`config.mk`:
```
export PLATFORM = sky130hd
export DESIGN_NAME = net_diag_flags
export DESIGN_NICKNAME = d
export VERILOG_FILES = /design/src/net_diag_pkg.sv /design/src/net_diag_flags.sv /design/src/rx_line_sync.sv
export SDC_FILE = /design/constraint.sdc
export NUM_CORES = 1
export LEC_CHECK = 0
export BUFFER_PORTS_ARGS = -buffer_cell sky130_fd_sc_hd__buf_2
export CELL_PAD_IN_SITES_DETAIL_PLACEMENT = 1
export CELL_PAD_IN_SITES_GLOBAL_PLACEMENT = 2
export CORE_MARGIN = 2
export CORE_UTILIZATION = 30
export CTS_BUF_LIST = sky130_fd_sc_hd__clkbuf_4 sky130_fd_sc_hd__clkbuf_8
export CTS_CLUSTER_DIAMETER = 120
export DETAILED_ROUTE_END_ITERATION = 8
export MAX_ROUTING_LAYER = met4
export PLACE_DENSITY_LB_ADDON = 0.25
export SYNTH_ARGS = -nofsm -noshare
export SYNTH_HDL_FRONTEND = slang
export SYNTH_SLANG_ARGS = --single-unit
```
`constraint.sdc`:
```
create_clock -name clk_i -period 2.58 [get_ports clk_i]
set_clock_uncertainty 0.15 [all_clocks]
set_input_delay 0 -clock clk_i [delete_from_list [all_inputs] [get_ports clk_i]]
set_output_delay 0 -clock clk_i [all_outputs]
set_load 0.005 [all_outputs]
```
`src/net_diag_pkg.sv`:
```
// constants and carrier types for the network diagnostic flag register bank
// Summary of operation
// - lost-token timer expiry sets bit 7, this node caused the reconfiguration.
// - bit 6 sets when both token ids match node id, zeros ok, answered.
// - with transmitter enabled and on line, every token received sets bit 6.
// - any host read of the flag register clears bit 6; here a bit 6 event in the same cycle keeps it set.
// - a logic one level on the serial receive input sets bit 5.
// - bit 4 sets when a token sent by another node is seen.
// - bit 3 sets after 128 or 4 negative acknowledgements, as configured.
// - interrupt stays high while bit 3 and its mask bit are set.
// - bit 2 sets on an answered token whose first id equals tentative id.
// - next-node id update sets bit 1; next-id register read clears it.
// - interrupt stays high while bit 1 and its mask bit are set.
// - lowest bit is undefined; software must not rely on it.
package net_diag_pkg;

   // register byte offsets
   localparam logic [7:0] FLAGS_OFFSET      = 8'h00;
   localparam logic [7:0] IRQ_STATUS_OFFSET = 8'h04;
   localparam logic [7:0] IRQ_MASK_OFFSET   = 8'h08;
   localparam logic [7:0] CONTROL_OFFSET    = 8'h0C;
   localparam logic [7:0] COMMAND_OFFSET    = 8'h10;
   localparam logic [7:0] NODE_ID_OFFSET    = 8'h14;
   localparam logic [7:0] TENT_ID_OFFSET    = 8'h18;
   localparam logic [7:0] NEXT_ID_OFFSET    = 8'h1C;

   // flag bit positions
   localparam int BIT_SELF_RECONFIG  = 7;
   localparam int BIT_DUPLICATE_ID   = 6;
   localparam int BIT_RX_ACTIVITY    = 5;
   localparam int BIT_TOKEN_SEEN     = 4;
   localparam int BIT_EXCESSIVE_NAK  = 3;
   localparam int BIT_TENTATIVE_HIT  = 2;
   localparam int BIT_NEXT_CHANGED   = 1;
   localparam int BIT_UNDEFINED      = 0;

   // control and command bit positions
   localparam int CTRL_TX_ENABLE     = 0;
   localparam int CTRL_ON_LINE       = 1;
   localparam int CTRL_NAK_SHORT     = 2;
   localparam int CMD_CLEAR_FLAGS    = 0;

   // reset values
   localparam logic [7:0]  FLAGS_RESET   = 8'h00;
   localparam logic [7:0]  MASK_RESET    = 8'h00;
   localparam logic [2:0]  CONTROL_RESET = 3'h0;
   localparam logic [7:0]  ID_RESET      = 8'h00;
   localparam logic [7:0]  COUNT_RESET   = 8'h00;
   localparam logic [31:0] DATA_RESET    = 32'h0000_0000;

   // flags that hold the interrupt as a level
   localparam logic [7:0] LEVEL_IRQ_BITS = 8'h0A;
   // flags that the clear-flags command clears
   localparam logic [7:0] CMD_CLEAR_BITS = 8'hBC;

   // negative acknowledgement limits
   localparam logic [7:0] NAK_LIMIT_LONG  = 8'h80;
   localparam logic [7:0] NAK_LIMIT_SHORT = 8'h04;

   typedef struct packed {
      logic        cyc;
      logic        stb;
      logic        we;
      logic [7:0]  adr;
      logic [3:0]  sel;
      logic [31:0] dat;
   } wb_req_type;

   typedef struct packed {
      logic       seen;       // token observed on the network
      logic       from_self;  // observed token was sent by this node
      logic       answered;   // some node responded to the token
      logic       got_token;  // this node received the token
      logic [7:0] first_id;   // first destination identity
      logic [7:0] second_id;  // second destination identity
      logic       zeros_ok;   // trailing zeros checked correctly
   } token_type;

endpackage : net_diag_pkg

```
`src/net_diag_flags.sv`:
```
// diagnostic flag register bank with classic wishbone slave
//
// The implementer's own choices: the Wishbone register port and the address map.
`timescale 1ns/100ps
module net_diag_flags
   import net_diag_pkg::*;
(
   input  wire logic        clk_i,              // system clock
   input  wire logic        rst_i,              // synchronous reset
   input  wire wb_req_type  wb_i,               // wishbone request
   output logic             wb_ack_o,           // wishbone acknowledge
   output logic [31:0]      wb_dat_o,           // wishbone read data
   output logic             irq_o,              // interrupt level
   input  wire logic        serial_receive_input_i, // receive pin
   input  wire logic        lost_token_expired_i,   // timer pulse
   input  wire token_type   token_i,            // token events
   input  wire logic        nak_received_i,     // enquiry nak pulse
   input  wire logic        next_id_update_i,   // next id strobe
   input  wire logic [7:0]  next_id_i,          // new next id
   output logic             tx_enable_o,        // transmitter enabled
   output logic [7:0]       node_id_o           // node identity
);

   typedef struct packed {
      logic [7:0]  flags;
      logic [7:0]  irq_status;
      logic [7:0]  irq_mask;
      logic [2:0]  control;
      logic [7:0]  node_id;
      logic [7:0]  tent_id;
      logic [7:0]  next_id;
      logic [7:0]  nak_count;
      logic        ack;
      logic [31:0] dat;
      logic        irq;
   } bank_state_type;

   bank_state_type state;
   bank_state_type next_state;

   logic       rx_level;
   logic       access;
   logic       rd;
   logic       wr;
   logic [7:0] wdat;
   logic [7:0] set_ev;
   logic [7:0] clr_ev;
   logic [7:0] nak_limit;
   logic       clear_cmd;
   logic       dup_match;
   logic       dup_online;

   function automatic logic hit(input logic [7:0] adr,
                                input logic [7:0] offset);
      hit = (adr[7:2] == offset[7:2]);
   endfunction : hit

   function automatic logic [31:0] widen(input logic [7:0] v);
      widen = {24'h00_0000, v};
   endfunction : widen

   rx_line_sync rx_line_sync_inst (
      .clk_i   (clk_i),
      .rst_i   (rst_i),
      .line_i  (serial_receive_input_i),
      .level_o (rx_level)
   );

   // one access per request, ack dropped the cycle after
   assign access = wb_i.cyc && wb_i.stb && !state.ack;
   assign rd     = access && !wb_i.we;
   assign wr     = access && wb_i.we && wb_i.sel[0];
   assign wdat   = wb_i.dat[7:0];

   assign clear_cmd = wr && hit(wb_i.adr, COMMAND_OFFSET)
                      && wdat[CMD_CLEAR_FLAGS];

   assign nak_limit = state.control[CTRL_NAK_SHORT]
                      ? NAK_LIMIT_SHORT : NAK_LIMIT_LONG;

   assign dup_match = token_i.answered
                      && token_i.first_id == state.node_id
                      && token_i.second_id == state.node_id
                      && token_i.zeros_ok;
   assign dup_online = token_i.got_token
                       && state.control[CTRL_TX_ENABLE]
                       && state.control[CTRL_ON_LINE];

   // flag set events
   always_comb begin
      set_ev = 8'h00;
      set_ev[BIT_SELF_RECONFIG] = lost_token_expired_i;
      set_ev[BIT_DUPLICATE_ID]  = dup_match || dup_online;
      set_ev[BIT_RX_ACTIVITY]   = rx_level;
      set_ev[BIT_TOKEN_SEEN]    = token_i.seen
                                  && !token_i.from_self;
      set_ev[BIT_EXCESSIVE_NAK] = nak_received_i
                                  && state.nak_count
                                     == nak_limit - 8'h01;
      set_ev[BIT_TENTATIVE_HIT] = token_i.answered
                                  && token_i.first_id
                                     == state.tent_id;
      set_ev[BIT_NEXT_CHANGED]  = next_id_update_i;
   end

   // flag clear events; sets override them below
   always_comb begin
      clr_ev = 8'h00;
      if (clear_cmd) begin
         clr_ev = CMD_CLEAR_BITS;
      end
      if (rd && hit(wb_i.adr, FLAGS_OFFSET)) begin
         clr_ev[BIT_DUPLICATE_ID] = 1'b1;
      end
      if (rd && hit(wb_i.adr, NEXT_ID_OFFSET)) begin
         clr_ev[BIT_NEXT_CHANGED] = 1'b1;
      end
   end

   always_comb begin
      next_state = state;
      next_state.ack = access;
      next_state.dat = DATA_RESET;

      // set wins over clear
      next_state.flags = (state.flags & ~clr_ev) | set_ev;
      next_state.flags[BIT_UNDEFINED] = 1'b0;

      if (clear_cmd) begin
         next_state.nak_count = COUNT_RESET;
      end else if (nak_received_i && state.nak_count != nak_limit) begin
         next_state.nak_count = state.nak_count + 8'h01;
      end

      if (next_id_update_i) begin
         next_state.next_id = next_id_i;
      end

      // register writes
      if (wr) begin
         if (hit(wb_i.adr, IRQ_MASK_OFFSET)) begin
            next_state.irq_mask = wdat;
         end
         if (hit(wb_i.adr, CONTROL_OFFSET)) begin
            next_state.control = wdat[2:0];
         end
         if (hit(wb_i.adr, NODE_ID_OFFSET)) begin
            next_state.node_id = wdat;
         end
         if (hit(wb_i.adr, TENT_ID_OFFSET)) begin
            next_state.tent_id = wdat;
         end
      end

      // sticky event status, write one to clear, set wins
      next_state.irq_status = state.irq_status;
      if (wr && hit(wb_i.adr, IRQ_STATUS_OFFSET)) begin
         next_state.irq_status = state.irq_status & ~wdat;
      end
      next_state.irq_status = next_state.irq_status | set_ev;

      // read data, sampled before this cycle's side effects
      if (rd) begin
         unique case (1'b1)
            hit(wb_i.adr, FLAGS_OFFSET): begin
               next_state.dat = widen(state.flags);
            end
            hit(wb_i.adr, IRQ_STATUS_OFFSET): begin
               next_state.dat = widen(state.irq_status);
            end
            hit(wb_i.adr, IRQ_MASK_OFFSET): begin
               next_state.dat = widen(state.irq_mask);
            end
            hit(wb_i.adr, CONTROL_OFFSET): begin
               next_state.dat = widen({5'h00, state.control});
            end
            hit(wb_i.adr, NODE_ID_OFFSET): begin
               next_state.dat = widen(state.node_id);
            end
            hit(wb_i.adr, TENT_ID_OFFSET): begin
               next_state.dat = widen(state.tent_id);
            end
            hit(wb_i.adr, NEXT_ID_OFFSET): begin
               next_state.dat = widen(state.next_id);
            end
            default: begin
               next_state.dat = DATA_RESET;
            end
         endcase
      end

      // level flags hold the line while set and unmasked
      next_state.irq = |((next_state.irq_status
                          | (next_state.flags & LEVEL_IRQ_BITS))
                         & next_state.irq_mask);
   end

   always_ff @(posedge clk_i) begin
      if (rst_i) begin
         state.flags      <= FLAGS_RESET;
         state.irq_status <= FLAGS_RESET;
         state.irq_mask   <= MASK_RESET;
         state.control    <= CONTROL_RESET;
         state.node_id    <= ID_RESET;
         state.tent_id    <= ID_RESET;
         state.next_id    <= ID_RESET;
         state.nak_count  <= COUNT_RESET;
         state.ack        <= 1'b0;
         state.dat        <= DATA_RESET;
         state.irq        <= 1'b0;
      end else begin
         state <= next_state;
      end
   end

   assign wb_ack_o    = state.ack;
   assign wb_dat_o    = state.dat;
   assign irq_o       = state.irq;
   assign tx_enable_o = state.control[CTRL_TX_ENABLE];
   assign node_id_o   = state.node_id;

   // checks

   self_reconfig_a: assert property (
      @(posedge clk_i) disable iff (rst_i)
      lost_token_expired_i |=> state.flags[BIT_SELF_RECONFIG])
      else $error("reconfig flag not set after timer expiry");

   dup_match_a: assert property (
      @(posedge clk_i) disable iff (rst_i)
      token_i.answered && token_i.zeros_ok
      && token_i.first_id == state.node_id
      && token_i.second_id == state.node_id
      |=> state.flags[BIT_DUPLICATE_ID])
      else $error("duplicate id flag missed on matching token");

   dup_online_a: assert property (
      @(posedge clk_i) disable iff (rst_i)
      token_i.got_token && tx_enable_o && state.control[CTRL_ON_LINE]
      |=> state.flags[BIT_DUPLICATE_ID])
      else $error("duplicate id flag not set on line");

   dup_read_clear_a: assert property (
      @(posedge clk_i) disable iff (rst_i)
      wb_i.cyc && wb_i.stb && !wb_i.we && !wb_ack_o
      && wb_i.adr[7:2] == FLAGS_OFFSET[7:2]
      && !token_i.answered && !token_i.got_token
      |=> !state.flags[BIT_DUPLICATE_ID])
      else $error("duplicate id flag survived a read");

   rx_activity_a: assert property (
      @(posedge clk_i) disable iff (rst_i)
      rx_level |=> state.flags[BIT_RX_ACTIVITY])
      else $error("receive activity not flagged");

   token_seen_a: assert property (
      @(posedge clk_i) disable iff (rst_i)
      token_i.seen && !token_i.from_self
      |=> state.flags[BIT_TOKEN_SEEN])
      else $error("foreign token not flagged");

   nak_limit_a: assert property (
      @(posedge clk_i) disable iff (rst_i)
      nak_received_i && !clear_cmd
      && state.nak_count == nak_limit - 8'h01
      |=> state.flags[BIT_EXCESSIVE_NAK])
      else $error("nak limit reached but flag clear");

   nak_hold_a: assert property (
      @(posedge clk_i) disable iff (rst_i)
      state.flags[BIT_EXCESSIVE_NAK] && !clear_cmd
      |=> state.flags[BIT_EXCESSIVE_NAK])
      else $error("nak flag cleared without command");

   nak_irq_a: assert property (
      @(posedge clk_i) disable iff (rst_i)
      state.flags[BIT_EXCESSIVE_NAK] && state.irq_mask[BIT_EXCESSIVE_NAK]
      |-> irq_o)
      else $error("nak flag unmasked but no interrupt");

   tent_hit_a: assert property (
      @(posedge clk_i) disable iff (rst_i)
      token_i.answered && token_i.first_id == state.tent_id
      |=> state.flags[BIT_TENTATIVE_HIT])
      else $error("tentative id hit not flagged");

   next_changed_a: assert property (
      @(posedge clk_i) disable iff (rst_i)
      next_id_update_i |=> state.flags[BIT_NEXT_CHANGED]
      && state.next_id == $past(next_id_i))
      else $error("next id update not captured");

   next_irq_a: assert property (
      @(posedge clk_i) disable iff (rst_i)
      state.flags[BIT_NEXT_CHANGED] && state.irq_mask[BIT_NEXT_CHANGED]
      |-> irq_o)
      else $error("next id flag unmasked but no interrupt");

   undefined_bit_a: assert property (
      @(posedge clk_i) disable iff (rst_i)
      !state.flags[BIT_UNDEFINED])
      else $error("undefined flag bit became set");

   dup_keep_a: assert property (
      @(posedge clk_i) disable iff (rst_i)
      rd && hit(wb_i.adr, FLAGS_OFFSET) && dup_match
      |=> state.flags[BIT_DUPLICATE_ID])
      else $error("duplicate id event lost on read");

   ack_pulse_a: assert property (
      @(posedge clk_i) disable iff (rst_i)
      wb_ack_o |=> !wb_ack_o)
      else $error("ack held longer than one cycle");

   ack_answer_a: assert property (
      @(posedge clk_i) disable iff (rst_i)
      access |=> wb_ack_o)
      else $error("request taken but not acknowledged");

   dat_idle_a: assert property (
      @(posedge clk_i) disable iff (rst_i)
      !wb_ack_o |-> wb_dat_o == DATA_RESET)
      else $error("read data not zero outside ack");

   next_read_clear_a: assert property (
      @(posedge clk_i) disable iff (rst_i)
      rd && hit(wb_i.adr, NEXT_ID_OFFSET) && !next_id_update_i
      |=> !state.flags[BIT_NEXT_CHANGED])
      else $error("next changed flag survived next id read");

   next_hold_a: assert property (
      @(posedge clk_i) disable iff (rst_i)
      state.flags[BIT_NEXT_CHANGED] && !(rd && hit(wb_i.adr, NEXT_ID_OFFSET))
      |=> state.flags[BIT_NEXT_CHANGED])
      else $error("next changed flag cleared without next id read");

   nak_cmd_clear_a: assert property (
      @(posedge clk_i) disable iff (rst_i)
      clear_cmd && !nak_received_i
      |=> !state.flags[BIT_EXCESSIVE_NAK] && state.nak_count == COUNT_RESET)
      else $error("clear command left nak state behind");

   status_clear_a: assert property (
      @(posedge clk_i) disable iff (rst_i)
      wr && hit(wb_i.adr, IRQ_STATUS_OFFSET) && wdat[BIT_SELF_RECONFIG]
      && !lost_token_expired_i
      |=> !state.irq_status[BIT_SELF_RECONFIG])
      else $error("status bit not cleared by writing one");

endmodule : net_diag_flags

```
`src/rx_line_sync.sv`:
```
// two-stage synchroniser for the serial receive input pin
`timescale 1ns/100ps
module rx_line_sync
   import net_diag_pkg::*;
(
   input  wire logic clk_i,   // system clock
   input  wire logic rst_i,   // synchronous reset, active high
   input  wire logic line_i,  // asynchronous receive pin
   output logic      level_o  // synchronised level
);

   typedef struct packed {
      logic first;
      logic second;
   } sync_state_type;

   sync_state_type state;
   sync_state_type next_state;

   always_comb begin
      next_state.first  = line_i;
      next_state.second = state.first;
   end

   always_ff @(posedge clk_i) begin
      if (rst_i) begin
         state <= '0;
      end else begin
         state <= next_state;
      end
   end

   assign level_o = state.second;

endmodule : rx_line_sync

```
==> results.toml, run 1 <==
[synth]
ys_seq_elements = 70
synth_mux_area_share_pct = 10.8
synth_ff_type = "dfxtp_1"
syn_inst = 384
synth_fa_ha_area_share_pct = 0.706
synthSimpleGateAreaFrac_pct = 19.6
synth_compound_area_share_pct = 13.4
synth_top_family_by_area = "simple AND/OR/NAND/NOR gates"
synth_warnings = 0
synth_edf_count = 0
synth-xor-area-share_pct = 4.20
syn_area_um2 = 3540
synth_seq_area_share_pct = 39.5
avgSynthCellArea_um2 = 9.23
synthArstFlopShare_pct = 0
yosysUniqueCellTypes = 51

[sta]
worstMarginPinSlew_ns = 0.795
period_needed_ns = 2.32
hold_slack_ns = 0.0414
fmax_ghz = 0.432
slew_viol_final = 0
rsz0062_at_grt = "false"
relSlewSlack_pct = 46.8
finalSetupViolCount = 0
timing.final.crit_share_pct = 89.8
tns_ns = 0
final_hold_viol_count = 0

[setup_path]
end_kind = "flop"
path_cells = "or3_1 -> a222oi_1 -> nor4b_1 -> buf_4 -> a31o_2 -> o21bai_1 -> a41oi_2"
path_depth = 7
rrSetupSlack_ns = 0.26
r2r-end = "irq_o$_SDFF_PP0_"
cp_max_fo = 5
setup.worst_path.end = "irq_o$_SDFF_PP0_"
cp_slowest_cell = "nor4b_1"
crit_arrival_ns = 2.43
startpoint = "node_id_o[1]$_SDFFE_PP0P_"
r2r_start = "node_id_o[1]$_SDFFE_PP0P_"
rr_worst_depth = 7
required_ns = 2.70
critPathTopFamily = "simple AND/OR/NAND/NOR gates"
crit_type = "reg2reg"
path_buf_inv = 1
crit_path_start_kind = "flop"
slowest_delay_ns = 0.43

[drt]
drc = 0
first_pass_iters = 4
drt_iter0_markers = 125
wl_per_cell_um = 16.6
wl_mm = 10.4
antenna_left = 0
vias = 2991
routed_via_density = 4.81

[pwr]
powerDensity_nw_per_um2 = 536
p_leak_nw = 1.74
peakVddDrop_uv = 221

[clock_tree]
cts_tree = "yes"
htree_levels = 3
cts_buffers = 9
clk_path_buf_depth = 2
path_clk_slew_ns = 0.08
cts_sinks = 70
root_buffer = "clkbuf_8"
clkLatencyLatePin_ns = 0.35

[die]
coreArea_um2 = 11500
boundaryPins = 125
rows = 39
die_w_um = 113
dieArea_um2 = 12700
fp.dieH_um = 113
initial_core_util_pct = 30.9

[global_routing]
first_global_vias = 3131
antenna_found_initial = 0
grt_max_degree = 50
grt_util_all_layers_pct = 17.4
globalRouteOverflowTotal = 0
grt_pass1_wl_mm = 16.9

[finish]
multi_input_area_um2 = 1820
fill_cells = 1333
area_delta_synth_final_pct = 23.5
final-seq-area_um2 = 1400
fin_nets = 558
drive_gt1_share_pct = 22.8
antenna_cells = 0

[place]
dp_hpwl_mm = 7.61
gp_congestion = 0.805
port-buffer-count = 71

[hold_path]
worstHoldStart = "token_i[9]"
hp-class = "in2reg"

[flow_run]
drv_cap = 0

[outcome]
outcome = "finished clean"
sequential cells by signal (all words and copies together), names as in the netlist:
name and flops:
state 49, node_id_o 8, wb_dat_o 8, irq_o 1, rx_line_sync_inst.level_o 1, rx_line_sync_inst.next_state 1
tx_enable_o 1, wb_ack_o 1
per-stage QoR:
| stage | setup slack (ns) | utilization [%] | area, um2 | std cells | total power [mW] |
|---|---|---|---|---|---|
| final | 0.263 | 38.2 | 4380 | 622 | 2.35 |
| after detailed placement | 0.233 | 33.4 | 3830 | 574 | 1.33 |
| after global routing | 0.0786 | 38.2 | 4380 | 622 | 2.45 |
| after CTS | 0.185 | 38.2 | 4380 | 622 | 2.38 |
| after global placement | 0.294 | 33.4 | 3830 | 574 | 1.32 |
| after floorplan | 0.550 | - | 3630 | 407 | 1.27 |
worst min-delay path, stage by stage:
cell     delay (ns)
buf_2          0.10
xnor2_1        0.06
nand2_1        0.06
nor3_1         0.08
a22o_1         0.18
where the power goes:
part,internal (mW),switching (mW),leakage [nW]
logic,0.102,0.119,1.06
registers,1.10,0.0154,0.568
clock network,0.575,0.433,0.109
repair_timing:
action / 4_1_cts / 5_1_grt
buffers inserted: 0 / 0
hold buffers: 32 / 0
hold endpoints to repair: 51 / 0
resized for setup: 0 / 0
cell usage in the layout (no fill, tap or decap), types with 3 or more instances in the layout:
cell | synthesis | layout
a21oi_1 | 9 | 9
a22o_1 | 5 | 5
a22oi_1 | 20 | 20
a31oi_1 | 9 | 9
and3_1 | 8 | 8
buf_2 | 2 | 71
buf_4 | 40 | 7
clkbuf_8 | 2 | 10
conb_1 | 1 | 24
dfxtp_1 | 70 | 70
dlygate4sd3_1 | 0 | 32
inv_1 | 5 | 5
mux2_2 | 3 | 3
mux2i_1 | 35 | 35
nand2_1 | 16 | 16
nand2b_1 | 4 | 4
nand3_1 | 9 | 9
nand4_1 | 7 | 7
nor2_1 | 58 | 58
nor2b_1 | 3 | 3
nor3_1 | 8 | 8
o21ai_0 | 4 | 4
o22ai_1 | 3 | 3
or3_1 | 3 | 3
xnor2_1 | 11 | 11
xor2_1 | 6 | 6
worst min-delay path by stage:
stage	to	slack, ns	cells after the start
6_report	state[87]$_SDFF_PP0_	0.04	5
3_5_place_dp	rx_line_sync_inst.next_state[0]$_SDFF_PP0_	0.07	2
4_1_cts	state[87]$_SDFF_PP0_	0.03	5
2_1_floorplan	rx_line_sync_inst.next_state[0]$_SDFF_PP0_	-0.02	1
5_1_grt	state[87]$_SDFF_PP0_	0.08	5
3_3_place_gp	rx_line_sync_inst.next_state[0]$_SDFF_PP0_	0.08	2
cells in the mapped netlist (all sizes together) (3+ instances only):
cell | instances | area share, %
xor2 | 6 | 1.5
mux2i | 35 | 9.9
mux2 | 3 | 0.95
nand3 | 9 | 1.3
nor2b | 3 | 0.53
buf | 44 | 9.4
a21oi | 9 | 1.3
o21ai | 5 | 0.71
clkbuf | 10 | 1.6
nand4 | 7 | 1.2
dfxtp | 70 | 40
nor3 | 10 | 2.0
o22ai | 3 | 0.53
nor2 | 59 | 6.5
a22oi | 20 | 4.2
inv | 5 | 0.53
nand2 | 16 | 1.7
xnor2 | 11 | 2.7
nor4 | 4 | 1.6
nand2b | 4 | 0.71
a22o | 5 | 1.2
or3 | 3 | 0.53
a31oi | 9 | 1.6
and3 | 8 | 1.4
cell families (layout without fill, tap and decap cells):
| family | after synthesis | in the layout |
|---|---|---|
| adder cells (fa/ha/maj) | 2 | 2 |
| buffers and inverters | 59 | 131 |
| flip-flops | 70 | 70 |
| AO/OA/AOI/OAI | 66 | 66 |
| AND/OR/NAND/NOR | 131 | 131 |
| multiplexers | 38 | 38 |
| other | 1 | 24 |
| XOR/XNOR | 17 | 17 |
layout make-up:
type                       instances  share of cell area (%)
timing repair buffer             110                    16.6
sequential                        70                    32.0
clock buffer                      10                    3.14
inverter                           5                   0.429
tap                              143                    4.09
clock inverter                     6                    2.11
multi-input combinational        278                    41.6
routing by layer:
layer	up-vias	track usage, %	wire length, um
met5	-	-	0
met4	0	4.31	119
met3	8	2.89	408
met2	80	27.8	4880
met1	1419	23.0	4940
li1	1484	-	-
Note: power is estimated with default switching activity, not from simulation.
==> run 2: changes to the inputs <==
--- a/config.mk
+++ b/config.mk
@@ -9,7 +9,7 @@
 export CELL_PAD_IN_SITES_DETAIL_PLACEMENT = 1
 export CELL_PAD_IN_SITES_GLOBAL_PLACEMENT = 2
 export CORE_MARGIN = 2
-export CORE_UTILIZATION = 30
+export CORE_UTILIZATION = 29
 export CTS_BUF_LIST = sky130_fd_sc_hd__clkbuf_4 sky130_fd_sc_hd__clkbuf_8
 export CTS_CLUSTER_DIAMETER = 120
 export DETAILED_ROUTE_END_ITERATION = 8
@@ -17,4 +17,5 @@
 export PLACE_DENSITY_LB_ADDON = 0.25
 export SYNTH_ARGS = -nofsm -noshare
 export SYNTH_HDL_FRONTEND = slang
+export SYNTH_HIERARCHICAL = 1
 export SYNTH_SLANG_ARGS = --single-unit
==> constraint.sdc (replaced) <==
create_clock -name clk_i -period 2.5 [get_ports clk_i]
set_clock_uncertainty 0.15 [all_clocks]
set_input_delay 0 -clock clk_i [delete_from_list [all_inputs] [get_ports clk_i]]
set_output_delay 0 -clock clk_i [all_outputs]
set_load 0.005 [all_outputs]
==> run 2 against run 1 <==
  * The flow now finishes with violations (hold timing, setup timing)
  * Fmax is 8.0% lower
  * Die area is 1.7% higher
  * Sequential share of layout area is 1.4 points lower
  * Synthesized cell count is 1.8% higher
  * Via count is 6.9% higher
  * Critical path depth stayed put
  * Final cell count is 5.8% higher
  * Non-clock buffer count is 26 higher
  * Largest cell class unchanged
==> results.toml, run 2 <==
[drt]
wl_met1_mm = 4.95
vias = 3198
wl_mm = 10.8
drt_iter0_markers = 81
first_pass_iters = 6
drc = 0
wl_met3_um = 402
dr_wl_met2_mm = 5.33
antenna_left = 0
wl_per_cell_um = 16.4
topRoutingLayerUsed = "met4"
routed_via_density = 4.86

[clock_tree]
path_clk_slew_ns = 0.08
root_buffer = "clkbuf_8"
cts_buffers = 9
clk_path_buf_depth = 2
clkLatencyLatePin_ns = 0.35
cts_sinks = 70
cts_tree = "yes"
htree_levels = 3

[sta]
fmax_ghz = 0.397
final_hold_viol_count = 1
tns_ns = -0.0173
period_needed_ns = 2.52
finalSetupViolCount = 1
fin_ws_ns = -0.0173
timing.final.crit_share_pct = 101
rsz0062_at_grt = "true"
worstMarginPinSlew_ns = 0.620
relSlewSlack_pct = 57.6
slew_viol_final = 0
hold_slack_ns = -0.000244

[synth]
synth_seq_area_share_pct = 40.2
avgSynthCellArea_um2 = 8.92
synth_area_leaders = "dfxtp_1 40%, mux2i_1 10%, buf_4 8.6%"
syn_inst = 391
synth_ff_type = "dfxtp_1"
synth_warnings = 6
yosys.area.top_type = "dfxtp_1"
synth.most_common_cell = "dfxtp_1"
syn_area_um2 = 3490
synth_common_cells = "70 x dfxtp_1, 58 x nor2_1, 40 x buf_4"
yosysUniqueCellTypes = 48
netlist.area_leader.share_pct = 40.2
ys_seq_elements = 70
synth_edf_count = 0
synthArstFlopShare_pct = 0

[setup_path]
cp_max_fo = 4
startpoint = "wb_ack_o$_SDFF_PP0_"
crit_path_start_kind = "flop"
end_kind = "flop"
rr_worst_depth = 7
required_ns = 2.59
crit_arrival_ns = 2.61
crit_type = "reg2reg"
r2r_start = "wb_ack_o$_SDFF_PP0_"

[pwr]
p_switching_mw = 0.587
seq_power_share_pct = 46.8
clkPwrFrac_pct = 43.0
switching_share_pct = 23.8
internal_power_mw = 1.88
powerDensity_nw_per_um2 = 538
peakVddDrop_uv = 304
p_comb_share_pct = 10.3
p_leak_nw = 1.84

[finish]
layout_commonest_cell = "buf_2"
final_cell_area_um2 = 4590
largest_reg_flops = 49
antenna_cells = 0
area_delta_synth_final_pct = 31.5
instances_no_fill = 658
fin_nets = 590
fill_cells = 1424
drive_gt1_share_pct = 26.6
mostFrequentLayoutCells = "71 x buf_2, 70 x dfxtp_1, 58 x nor2_1"
regMostFlops = "state"

[die]
dieArea_um2 = 12900
initial_core_util_pct = 29.4
fp.dieH_um = 114
rows = 40
boundaryPins = 125
die_w_um = 114
coreArea_um2 = 11900

[hold_path]
hp-class = "in2reg"
worstHoldStart = "token_i[19]"
hold_depth = 4

[global_routing]
grt_pass1_wl_mm = 16.8
globalRouteOverflowTotal = 0
first_global_vias = 3278
grt_util_all_layers_pct = 17.4
grt_max_degree = 51
antenna_found_initial = 0

[place]
dp_cells = 606
gp_congestion = 0.793
dp_hpwl_mm = 8.07
dpl-instance-area_um2 = 3980
port-buffer-count = 71

[flow_run]
drv_cap = 0

[outcome]
outcome = "complete, but fails checks"
violations = "hold timing, setup timing"
==> run 2: cell types whose count changed in the layout (fill, tap and decap cells not counted), moves of 5 or more <==
cell	delta
buf_4	+24
xnor2_1	-9
inv_1	+7
xor2_1	+7
or3_1	+6
a22o_1	-5
and3_1	-5
==> run 2: what timing repair did <==
item | CTS | global route
pin swaps | 2 | 0
setup endpoints to repair | 1 | 1
endpoints found under the hold margin | 52 | 0
cloned | 0 | 0
hold buffers | 34 | 0
gates resized for setup | 4 | 2
setup buffers | 2 | 0
==> run 2: worst max-delay path, stage by stage, from the launching register on <==
cell	delay, ns
dfxtp_1	0.31
nand3b_1	0.25
buf_4	0.20
or4_4	0.52
a21oi_4	0.17
a21oi_2	0.07
or4_4	0.42
o41a_1	0.31
==> run 2: logic make-up (layout without fill, tap and decap cells) <==
family                   Yosys count  count (layout)  synth area share, %
AO/OA/AOI/OAI                     65              65                 13.2
multiplexers                      39              39                 11.3
flip-flops                        70              70                 40.2
XOR/XNOR                          15              15                 3.77
adder cells (fa/ha/maj)            2               2                0.717
buffers and inverters             67             164                 11.7
AND/OR/NAND/NOR                  132             132                 19.0
other                              1              24                0.108
==> run 2: path summary, 6_finish.rpt <==
| path | to | slack, ns |
|---|---|---|
| max | irq_o$_SDFF_PP0_ | -0.02 |
| min | state[81]$_SDFF_PP0_ | -0.0002 |
| max reg2reg | irq_o$_SDFF_PP0_ | -0.02 |
| min reg2reg | rx_line_sync_inst/level_o$_SDFF_PP0_ | 0.29 |
==> run 2: layout make-up <==
class                   instances  area (um2)  share of cell area [%]
multi-input cells             277        1790                    39.1
repair buffers                136         928                    20.2
clock inverters                 5        81.3                    1.77
well taps                     147         184                    4.01
flip-flops and latches         70        1400                    30.6
inverters                      12        45.0                   0.982
clock buffers                  11         151                    3.30
==> run 2: per-layer routing <==
metal	up-vias	global-route usage (%)
met3	12	3.77
met1	1562	20.9
li1	1554	-
met4	0	4.55
met5	-	-
met2	70	29.6
==> run 2: power by group through the flow <==
| stage | Sequential (mW) | Clock [mW] | Combinational [mW] |
|---|---|---|---|
| final | 1.15 | 1.06 | 0.253 |
| after global routing | 1.16 | 1.13 | 0.279 |
| after CTS | 1.15 | 1.10 | 0.251 |
| after detailed placement | 1.18 | 0 | 0.201 |
| after global placement | 1.18 | 0 | 0.197 |
| after floorplan | 1.17 | 0 | 0.126 |
==> run 2: per-stage QoR <==
stage | power, mW | worst slack [ns] | util (%)
3_3_place_gp | 1.37 | -0.0562 | 33.5
5_1_grt | 2.56 | -0.113 | 38.7
2_1_floorplan | 1.30 | 0.0933 | -
3_5_place_dp | 1.38 | -0.138 | 33.5
6_report | 2.47 | -0.0173 | 38.7
4_1_cts | 2.50 | -0.00620 | 38.6
